$ cat config.mk
export PLATFORM = sky130hd
export DESIGN_NAME = stepper_spi_register_slave
export DESIGN_NICKNAME = d
export VERILOG_FILES = /design/src/rtl/stepper_spi_pkg.sv /design/src/rtl/stepper_spi_register_slave.sv
export SDC_FILE = /design/constraint.sdc
export NUM_CORES = 1
export LEC_CHECK = 0
export BUFFER_PORTS_ARGS = -buffer_cell sky130_fd_sc_hd__buf_4
export CORE_ASPECT_RATIO = 1.25
export CORE_MARGIN = 8
export CORE_UTILIZATION = 40
export DETAILED_ROUTE_END_ITERATION = 12
export SETUP_SLACK_MARGIN = 0.2
export SLEW_MARGIN = 25
export SYNTH_ARGS = -nofsm -noshare
export SYNTH_HDL_FRONTEND = slang
export SYNTH_SLANG_ARGS = --single-unit
$ cat constraint.sdc
create_clock -name mclk -period 5.5 [get_ports mclk]
set_input_delay 0.825 -clock mclk [delete_from_list [all_inputs] [get_ports mclk]]
set_output_delay 0.825 -clock mclk [all_outputs]
set_load 0.02 [all_outputs]
$ cat src/rtl/stepper_spi_pkg.sv
/*
 * Shared constants and types of the stepper pre-driver serial register slave:
 * register addresses, field positions, reset values and the carrier structs.
 * Assumes the importing module runs on one 100 MHz system clock.
 */
package stepper_spi_pkg;

    // ------------------------------------------------------------------
    // packet layout
    // ------------------------------------------------------------------
    localparam int          CMD_POS       = 7;      // command_bit in the first byte
    localparam int          ADDR_W        = 5;
    localparam logic [2:0]  LAST_BIT_IDX  = 3'h7;
    localparam logic [4:0]  FIRST_BYTE_CNT = 5'h07; // bits already counted at byte 1 end
    localparam logic [4:0]  PACKET_BITS   = 5'h10;  // exactly sixteen bits commit a write
    localparam logic [4:0]  COUNT_SAT     = 5'h1f;

    // ------------------------------------------------------------------
    // register map
    // ------------------------------------------------------------------
    localparam logic [4:0]  ADDR_WDOG     = 5'h00;
    localparam logic [4:0]  ADDR_CURSTEP  = 5'h01;
    localparam logic [4:0]  ADDR_DIROUT   = 5'h02;
    localparam logic [4:0]  ADDR_ENSLEEP  = 5'h03;
    localparam logic [4:0]  ADDR_SR0      = 5'h04;
    localparam logic [4:0]  ADDR_SR1      = 5'h05;
    localparam int          NUM_CTRL      = 4;

    localparam logic [7:0]  CTRL_RST      = 8'h00;
    localparam logic [7:0]  UNMAPPED_VAL  = 8'h00;
    localparam logic [6:0]  STATUS_RST    = 7'h00;

    // ------------------------------------------------------------------
    // field positions
    // ------------------------------------------------------------------
    localparam int          PIN_TYPE_POS  = 6;      // pin_output_type in direction_output_ctrl
    localparam int          DRV_EN_POS    = 7;      // driver_enable in enable_sleep_ctrl
    localparam int          SLEEP_POS     = 6;      // sleep_select in enable_sleep_ctrl

    typedef enum logic {ROLE_CMD, ROLE_WDATA} byte_role_t;

    typedef struct packed {
        logic [7:0] watchdog_timeout_ctrl;
        logic [7:0] current_step_ctrl;
        logic [7:0] direction_output_ctrl;
        logic [7:0] enable_sleep_ctrl;
    } ctrl_regs_t;

    typedef struct packed {
        logic [6:0] tempWdLive;     // live temperature range / watchdog flags
        logic [6:0] xCoilEvents;    // x-coil fault and charge pump fault events
    } status_in_t;

endpackage : stepper_spi_pkg

$ cat src/rtl/stepper_spi_register_slave.sv
/*
 * Serial register slave of a stepper pre-driver: mode 0 command/data packets,
 * delayed read-back, status parity, write commit on select release.
 * Assumes serial pins arrive asynchronously and are oversampled by mclk; the
 * serial clock must stay well below mclk/4. Status inputs are mclk-domain logic.
 */
// Function
// - device is a slave only and never starts a transfer
// - select_n active low; serial output released while deselected
// - output launched on falling serial clock, input sampled on rising edge
// - bytes MSB first; byte one command and address, byte two data
// - command bit zero reads, one writes; five-bit address field
// - at eighth falling edge of a read, addressed content loads the output shifter
// - bits received during read-back are taken as the next command
// - status parity bit set when seven data bits hold odd ones
// - select may stay low across reads; commands keep decoding
// - status registers refresh only while select is high
// - write commits on select rise only after exactly sixteen bits
// - write to a read-only register changes nothing
// - each byte returns content of last received address
// - old content of the written register returns during write data
// - read after write returns the old value once more
// - addresses zero to three are read-write control registers
// - address four is live read-only temperature and watchdog status
// - address five latches x-coil faults, cleared by reading
// - in sleep, reading the fault register does not clear it
`timescale 1ns/100ps

module stepper_spi_register_slave
    import stepper_spi_pkg::*;
(
    input  wire logic       mclk,
    input  wire logic       sys_rst,
    input  wire logic       spiClk,
    input  wire logic       select_n,
    input  wire logic       serial_in,
    input  wire status_in_t statusIn,
    output logic            serialOut,
    output logic            serialOutEn,
    output ctrl_regs_t      ctrlRegs
);

    // ------------------------------------------------------------------
    // pin synchronisers and edge detection
    // ------------------------------------------------------------------
    // [0] first stage, [1] second stage, [2] history for edges only
    logic [2:0] clkSync_q;
    logic [2:0] selSync_q;
    logic [1:0] dinSync_q;

    always_ff @(posedge mclk) begin
        if (sys_rst) begin
            clkSync_q <= 3'h0;
            selSync_q <= 3'h7;
            dinSync_q <= 2'h0;
        end else begin
            clkSync_q <= {clkSync_q[1:0], spiClk};
            selSync_q <= {selSync_q[1:0], select_n};
            dinSync_q <= {dinSync_q[0], serial_in};
        end
    end

    logic selected;
    logic selFall;
    logic selRise;
    logic sclkRise;
    logic sclkFall;
    logic sdi;

    assign selected = ~selSync_q[1];
    assign selFall  = ~selSync_q[1] &  selSync_q[2];
    assign selRise  =  selSync_q[1] & ~selSync_q[2];
    assign sclkRise = selected & ~selFall &  clkSync_q[1] & ~clkSync_q[2];
    assign sclkFall = selected & ~selFall & ~clkSync_q[1] &  clkSync_q[2];
    assign sdi      = dinSync_q[1];

    // ------------------------------------------------------------------
    // register storage
    // ------------------------------------------------------------------
    logic [7:0] ctrlQ [NUM_CTRL];
    logic [6:0] sr0View_q;
    logic [6:0] sr1Latch_q;
    logic [6:0] sr1View_q;
    logic       sleepMode;
    logic       pushPull;

    assign sleepMode = ctrlQ[3][SLEEP_POS];
    assign pushPull  = ctrlQ[2][PIN_TYPE_POS];

    assign ctrlRegs = '{watchdog_timeout_ctrl: ctrlQ[0],
                        current_step_ctrl:     ctrlQ[1],
                        direction_output_ctrl: ctrlQ[2],
                        enable_sleep_ctrl:     ctrlQ[3]};

    function automatic logic [7:0] withParity(input logic [6:0] data);
        withParity = {^data, data};
    endfunction : withParity

    function automatic logic [7:0] readReg(
        input logic [4:0] addr,
        input logic [6:0] sr0,
        input logic [6:0] sr1,
        input logic [7:0] c0,
        input logic [7:0] c1,
        input logic [7:0] c2,
        input logic [7:0] c3
    );
        unique case (addr)
            ADDR_WDOG:    readReg = c0;
            ADDR_CURSTEP: readReg = c1;
            ADDR_DIROUT:  readReg = c2;
            ADDR_ENSLEEP: readReg = c3;
            ADDR_SR0:     readReg = withParity(sr0);
            ADDR_SR1:     readReg = withParity(sr1);
            default:      readReg = UNMAPPED_VAL;
        endcase
    endfunction : readReg

    // ------------------------------------------------------------------
    // receive side: byte assembly and command decode
    // ------------------------------------------------------------------
    logic [7:0]  rxShift_q;
    logic [2:0]  bitIdx_q;
    logic [4:0]  bitCount_q;
    byte_role_t  role_q;
    logic [4:0]  addr_q;
    logic [7:0]  wdata_q;
    logic        pktWrite_q;
    logic        loadPending_q;
    logic        readLoad_q;
    logic        rxDone;
    logic [7:0]  rxByte;

    assign rxDone = sclkRise & (bitIdx_q == LAST_BIT_IDX);
    assign rxByte = {rxShift_q[6:0], sdi};

    always_ff @(posedge mclk) begin
        if (sys_rst) begin
            rxShift_q  <= 8'h00;
            bitIdx_q   <= 3'h0;
            bitCount_q <= 5'h00;
        end else if (selFall) begin
            bitIdx_q   <= 3'h0;
            bitCount_q <= 5'h00;
        end else if (sclkRise) begin
            rxShift_q <= rxByte;
            bitIdx_q  <= bitIdx_q + 3'h1;
            if (bitCount_q != COUNT_SAT) begin
                bitCount_q <= bitCount_q + 5'h01;
            end
        end
    end

    // the address survives select release: the next frame's first byte
    // still returns the register last addressed
    always_ff @(posedge mclk) begin
        if (sys_rst) begin
            role_q     <= ROLE_CMD;
            addr_q     <= 5'h00;
            wdata_q    <= 8'h00;
            pktWrite_q <= 1'b0;
            readLoad_q <= 1'b0;
        end else if (selFall) begin
            role_q     <= ROLE_CMD;
            pktWrite_q <= 1'b0;
        end else if (rxDone) begin
            unique case (role_q)
                ROLE_CMD: begin
                    addr_q     <= rxByte[ADDR_W-1:0];
                    readLoad_q <= ~rxByte[CMD_POS];
                    if (rxByte[CMD_POS]) begin
                        role_q <= ROLE_WDATA;
                    end
                    if (bitCount_q == FIRST_BYTE_CNT) begin
                        pktWrite_q <= rxByte[CMD_POS];
                    end
                end
                ROLE_WDATA: begin
                    wdata_q    <= rxByte;
                    readLoad_q <= 1'b0;
                    role_q     <= ROLE_CMD;
                end
            endcase
        end
    end

    always_ff @(posedge mclk) begin
        if (sys_rst) begin
            loadPending_q <= 1'b0;
        end else if (selFall) begin
            loadPending_q <= 1'b0;
        end else if (rxDone) begin
            loadPending_q <= 1'b1;
        end else if (sclkFall) begin
            loadPending_q <= 1'b0;
        end
    end

    // ------------------------------------------------------------------
    // transmit side
    // ------------------------------------------------------------------
    logic [7:0] txShift_q;
    logic [7:0] holdData_q;
    logic [7:0] loadValue;
    logic       loadNow;

    assign loadValue = readReg(addr_q, sr0View_q, sr1View_q,
                               ctrlQ[0], ctrlQ[1], ctrlQ[2], ctrlQ[3]);
    assign loadNow   = sclkFall & loadPending_q;

    // write data is still uncommitted when loaded, so the old value comes
    // back during the data byte and again in the following command byte
    always_ff @(posedge mclk) begin
        if (sys_rst) begin
            txShift_q  <= 8'h00;
            holdData_q <= 8'h00;
        end else if (selFall) begin
            txShift_q <= holdData_q;
        end else if (loadNow) begin
            txShift_q  <= loadValue;
            holdData_q <= loadValue;
        end else if (sclkFall) begin
            txShift_q <= {txShift_q[6:0], 1'b0};
        end
    end

    // open drain only pulls low; the line floats otherwise
    assign serialOut   = pushPull & txShift_q[7];
    assign serialOutEn = selected & (pushPull | ~txShift_q[7]);

    // ------------------------------------------------------------------
    // control registers
    // ------------------------------------------------------------------
    logic commit;

    assign commit = selRise & pktWrite_q & (bitCount_q == PACKET_BITS);

    always_ff @(posedge mclk) begin
        if (sys_rst) begin
            for (int i = 0; i < NUM_CTRL; i++) begin
                ctrlQ[i] <= CTRL_RST;
            end
        end else if (commit && addr_q < ADDR_SR0) begin
            ctrlQ[addr_q[1:0]] <= wdata_q;
        end
    end

    // ------------------------------------------------------------------
    // status registers
    // ------------------------------------------------------------------
    logic [6:0] sr1Clear;

    assign sr1Clear = (loadNow && readLoad_q && addr_q == ADDR_SR1 && !sleepMode)
                      ? sr1View_q : 7'h00;

    // events keep setting the latch while selected; only the readable copy
    // is frozen, so a fault during a frame is never lost
    always_ff @(posedge mclk) begin
        if (sys_rst) begin
            sr1Latch_q <= STATUS_RST;
        end else begin
            sr1Latch_q <= (sr1Latch_q & ~sr1Clear) | statusIn.xCoilEvents;
        end
    end

    always_ff @(posedge mclk) begin
        if (sys_rst) begin
            sr0View_q <= STATUS_RST;
            sr1View_q <= STATUS_RST;
        end else if (!selected) begin
            sr0View_q <= statusIn.tempWdLive;
            sr1View_q <= sr1Latch_q;
        end
    end
endmodule : stepper_spi_register_slave

==> flow_metrics.tcl <==
set metrics [dict create \
    syn-cell-area_um2 4890 \
    die-width_um 115 \
    slew_viol_final 0 \
    yosys.cell_types.count 60 \
    drtIter0Drc 195 \
    cap_viol_max_count 0 \
    netlist_top_cells_count "dfxtp_1 (77), nor2_1 (61), a21oi_1 (36), mux2i_1 (34), nand2_1 (34)" \
    place_congestion 0.793 \
    nets 527 \
    fp-row-count 45 \
    synth-edff-count 32 \
    finalHoldViolations 0 \
    drc 0 \
    die_y_um 140 \
    final_area_um2 5600 \
    power_mw 1.58 \
    initial_core_util_pct 40.6 \
    grt.overflow.total 0 \
    numPortBuffers 52 \
    slew_headroom_pct 39.9 \
    dp_cells 656 \
    h-tree-depth 3 \
    hp-class "reg -> reg" \
    placed_cell_area_um2 5340 \
    dpl.hpwl_um 8370 \
    finalSetupViolations 0 \
    cts_setup_buffers 0 \
    final_cells 672 \
    grt_pass1_wl_um 18800 \
    cp_max_fo 17 \
    setup_tns_ps 0 \
    hold_buffers 0 \
    finalCritPeriodShare_pct 41.6 \
    arrival_ps 2500 \
    status "finished, final reports clean" \
    rsz0062_at_grt "no" \
    numCtsBuffers 9 \
    clock_latency_ps 350 \
    pre_cts_ws_ps 3060 \
    cts.path.max_buffers 2 \
    area_growth_syn_to_layout_pct 14.7 \
    endpoint_kind "flop" \
    drive_above_1_share_pct 18.7 \
    cts_root_buffer "clkbuf_16" \
    async_flop_share_pct 0 \
    core_um2 12000 \
    p_leak_nw 2.26 \
    ys_top_cells_by_area "dfxtp_1 (32%), edfxtp_1 (20%), mux2i_1 (7.0%), nor2_1 (4.7%), a21oi_1 (3.7%)" \
    cts_sinks 109 \
    post-route-util_pct 46.5 \
    fillers 1186 \
    highest_layer "met4" \
    worst_pin_slew_ps 898 \
    syn-num-nets 492 \
    ioPinCount 53 \
    met3_length_um 433 \
    cts_tree "done" \
    avgViaCountPerCell 5.22 \
    met1_length_um 4890 \
    synth_ff_type "dfxtp_1" \
    grt_pass1_vias 3452 \
    path_class "reg -> reg" \
    fmax_mhz 437 \
    diodes 0 \
    yosysSeqAreaShare_pct 51.2 \
    wl_per_cell_um 17.0 \
    powerDensity_nw_per_um2 283 \
    clkTransAtPathRegs_ps 70 \
    syn_area_per_cell_um2 10.4 \
    dr.pass1.iters 4 \
    routed-via-count 3510 \
    setup_ws_ps 3210 \
    synth_largest_area_cell "dfxtp_1" \
    grtUsageTotal_pct 14.9 \
    yosys_register_bits 109 \
    met2_length_um 5890 \
    yosysMostFrequentCell "dfxtp_1" \
    routed_wl_um 11400 \
    vdd_drop_max_uv 145 \
    synth_cells 468 \
    dieArea_um2 16000 \
    grt_max_degree 73 \
    postRouteAntennaNets 0 \
    ctsResizeCount 0 \
    ys_warn_count 0 \
    hold-worst-slack_ps 415 \
    crit_required_ps 5710 \
    finalClockSkew_ps 6.50 \
    synth_top_area_share_pct 31.5 \
    antenna_found_initial 0 \
    min_period_ps 2290 \
    startpoint_type "flop" \
]
-- final timing paths --
check / start / end / slack [ps] / cells past startpoint
max: addr_q[0]$_SDFFE_PP0P_ / sr1Latch_q[4]$_SDFF_PP0_ / 3210 / 5
min: selSync_q[0]$_SDFF_PP1_ / selSync_q[1]$_SDFF_PP1_ / 420 / 1
max reg2reg: addr_q[0]$_SDFFE_PP0P_ / sr1Latch_q[4]$_SDFF_PP0_ / 3210 / 5
min reg2reg: selSync_q[0]$_SDFF_PP1_ / selSync_q[1]$_SDFF_PP1_ / 420 / 1
-- per-layer routing --
metal / vias up / GRT usage [%]
met5: - / 0
met4: 0 / 5.48
met3: 12 / 3.07
met2: 63 / 25.1
met1: 1708 / 18.2
li1: 1727 / -
-- report_power, final --
part	internal (mW)	switching (mW)
Sequential	0.852	0.0243
Clock	0.306	0.285
Combinational	0.0571	0.0591
Total	1.22	0.368
-- sequential cells by signal, summed over array words and instances, names as in the netlist --
name and flops:
ctrlQ 32, holdData_q 8, txShift_q 8, wdata_q 8, rxShift_q 7, sr0View_q 7
sr1Latch_q 7, sr1View_q 7, addr_q 5, bitCount_q 5, bitIdx_q 3, clkSync_q 3
selSync_q 3, dinSync_q 2, loadPending_q 1, pktWrite_q 1, readLoad_q 1, role_q 1
-- cell usage in the layout, fill, tap and decap left out, types with 4 or more instances in the layout --
cell type / netlist / final
ha_1: 5 / 5
xor2_1: 4 / 4
buf_4: 4 / 53
nor3_1: 6 / 6
and2_1: 26 / 26
a21oi_1: 36 / 36
nor2_1: 61 / 61
nor2b_1: 9 / 9
xnor3_1: 4 / 4
mux2i_1: 34 / 34
nand3_1: 15 / 15
or2_2: 4 / 4
dfxtp_1: 77 / 77
a311oi_1: 5 / 5
inv_1: 5 / 5
edfxtp_1: 32 / 32
nand2_1: 34 / 34
clkbuf_16: 0 / 9
and3_1: 17 / 17
xnor2_1: 4 / 4
mux2_2: 4 / 4
-- logic make-up (layout without fill, tap and decap cells) --
logic type / Yosys count / after routing / synth area share, %
adder cells (fa/ha/maj): 5 / 5 / 1.28
XOR/XNOR: 12 / 12 / 3.28
AO/OA/AOI/OAI: 70 / 70 / 9.81
buffers and inverters: 34 / 74 / 3.53
AND/OR/NAND/NOR: 199 / 199 / 22.6
flip-flops: 109 / 109 / 51.2
multiplexers: 39 / 39 / 8.35
-- final cells by class --
class / count / area, um2 / area share [%]
inverters: 5 / 18.8 / 0.335
multi-input cells: 325 / 2210 / 39.5
clock buffers: 10 / 229 / 4.09
flip-flops and latches: 109 / 2500 / 44.7
well taps: 164 / 205 / 3.66
repair buffers: 53 / 398 / 7.10
clock inverters: 6 / 38.8 / 0.692
-- critical path, cell delays in order, from the launching register on --
cell and delay [ps]:
dfxtp_1 820, nor3b_2 490, and4b_1 480, nand3_1 120, a21oi_1 180, nor2_1 50
(Power assumes the default switching activity.)
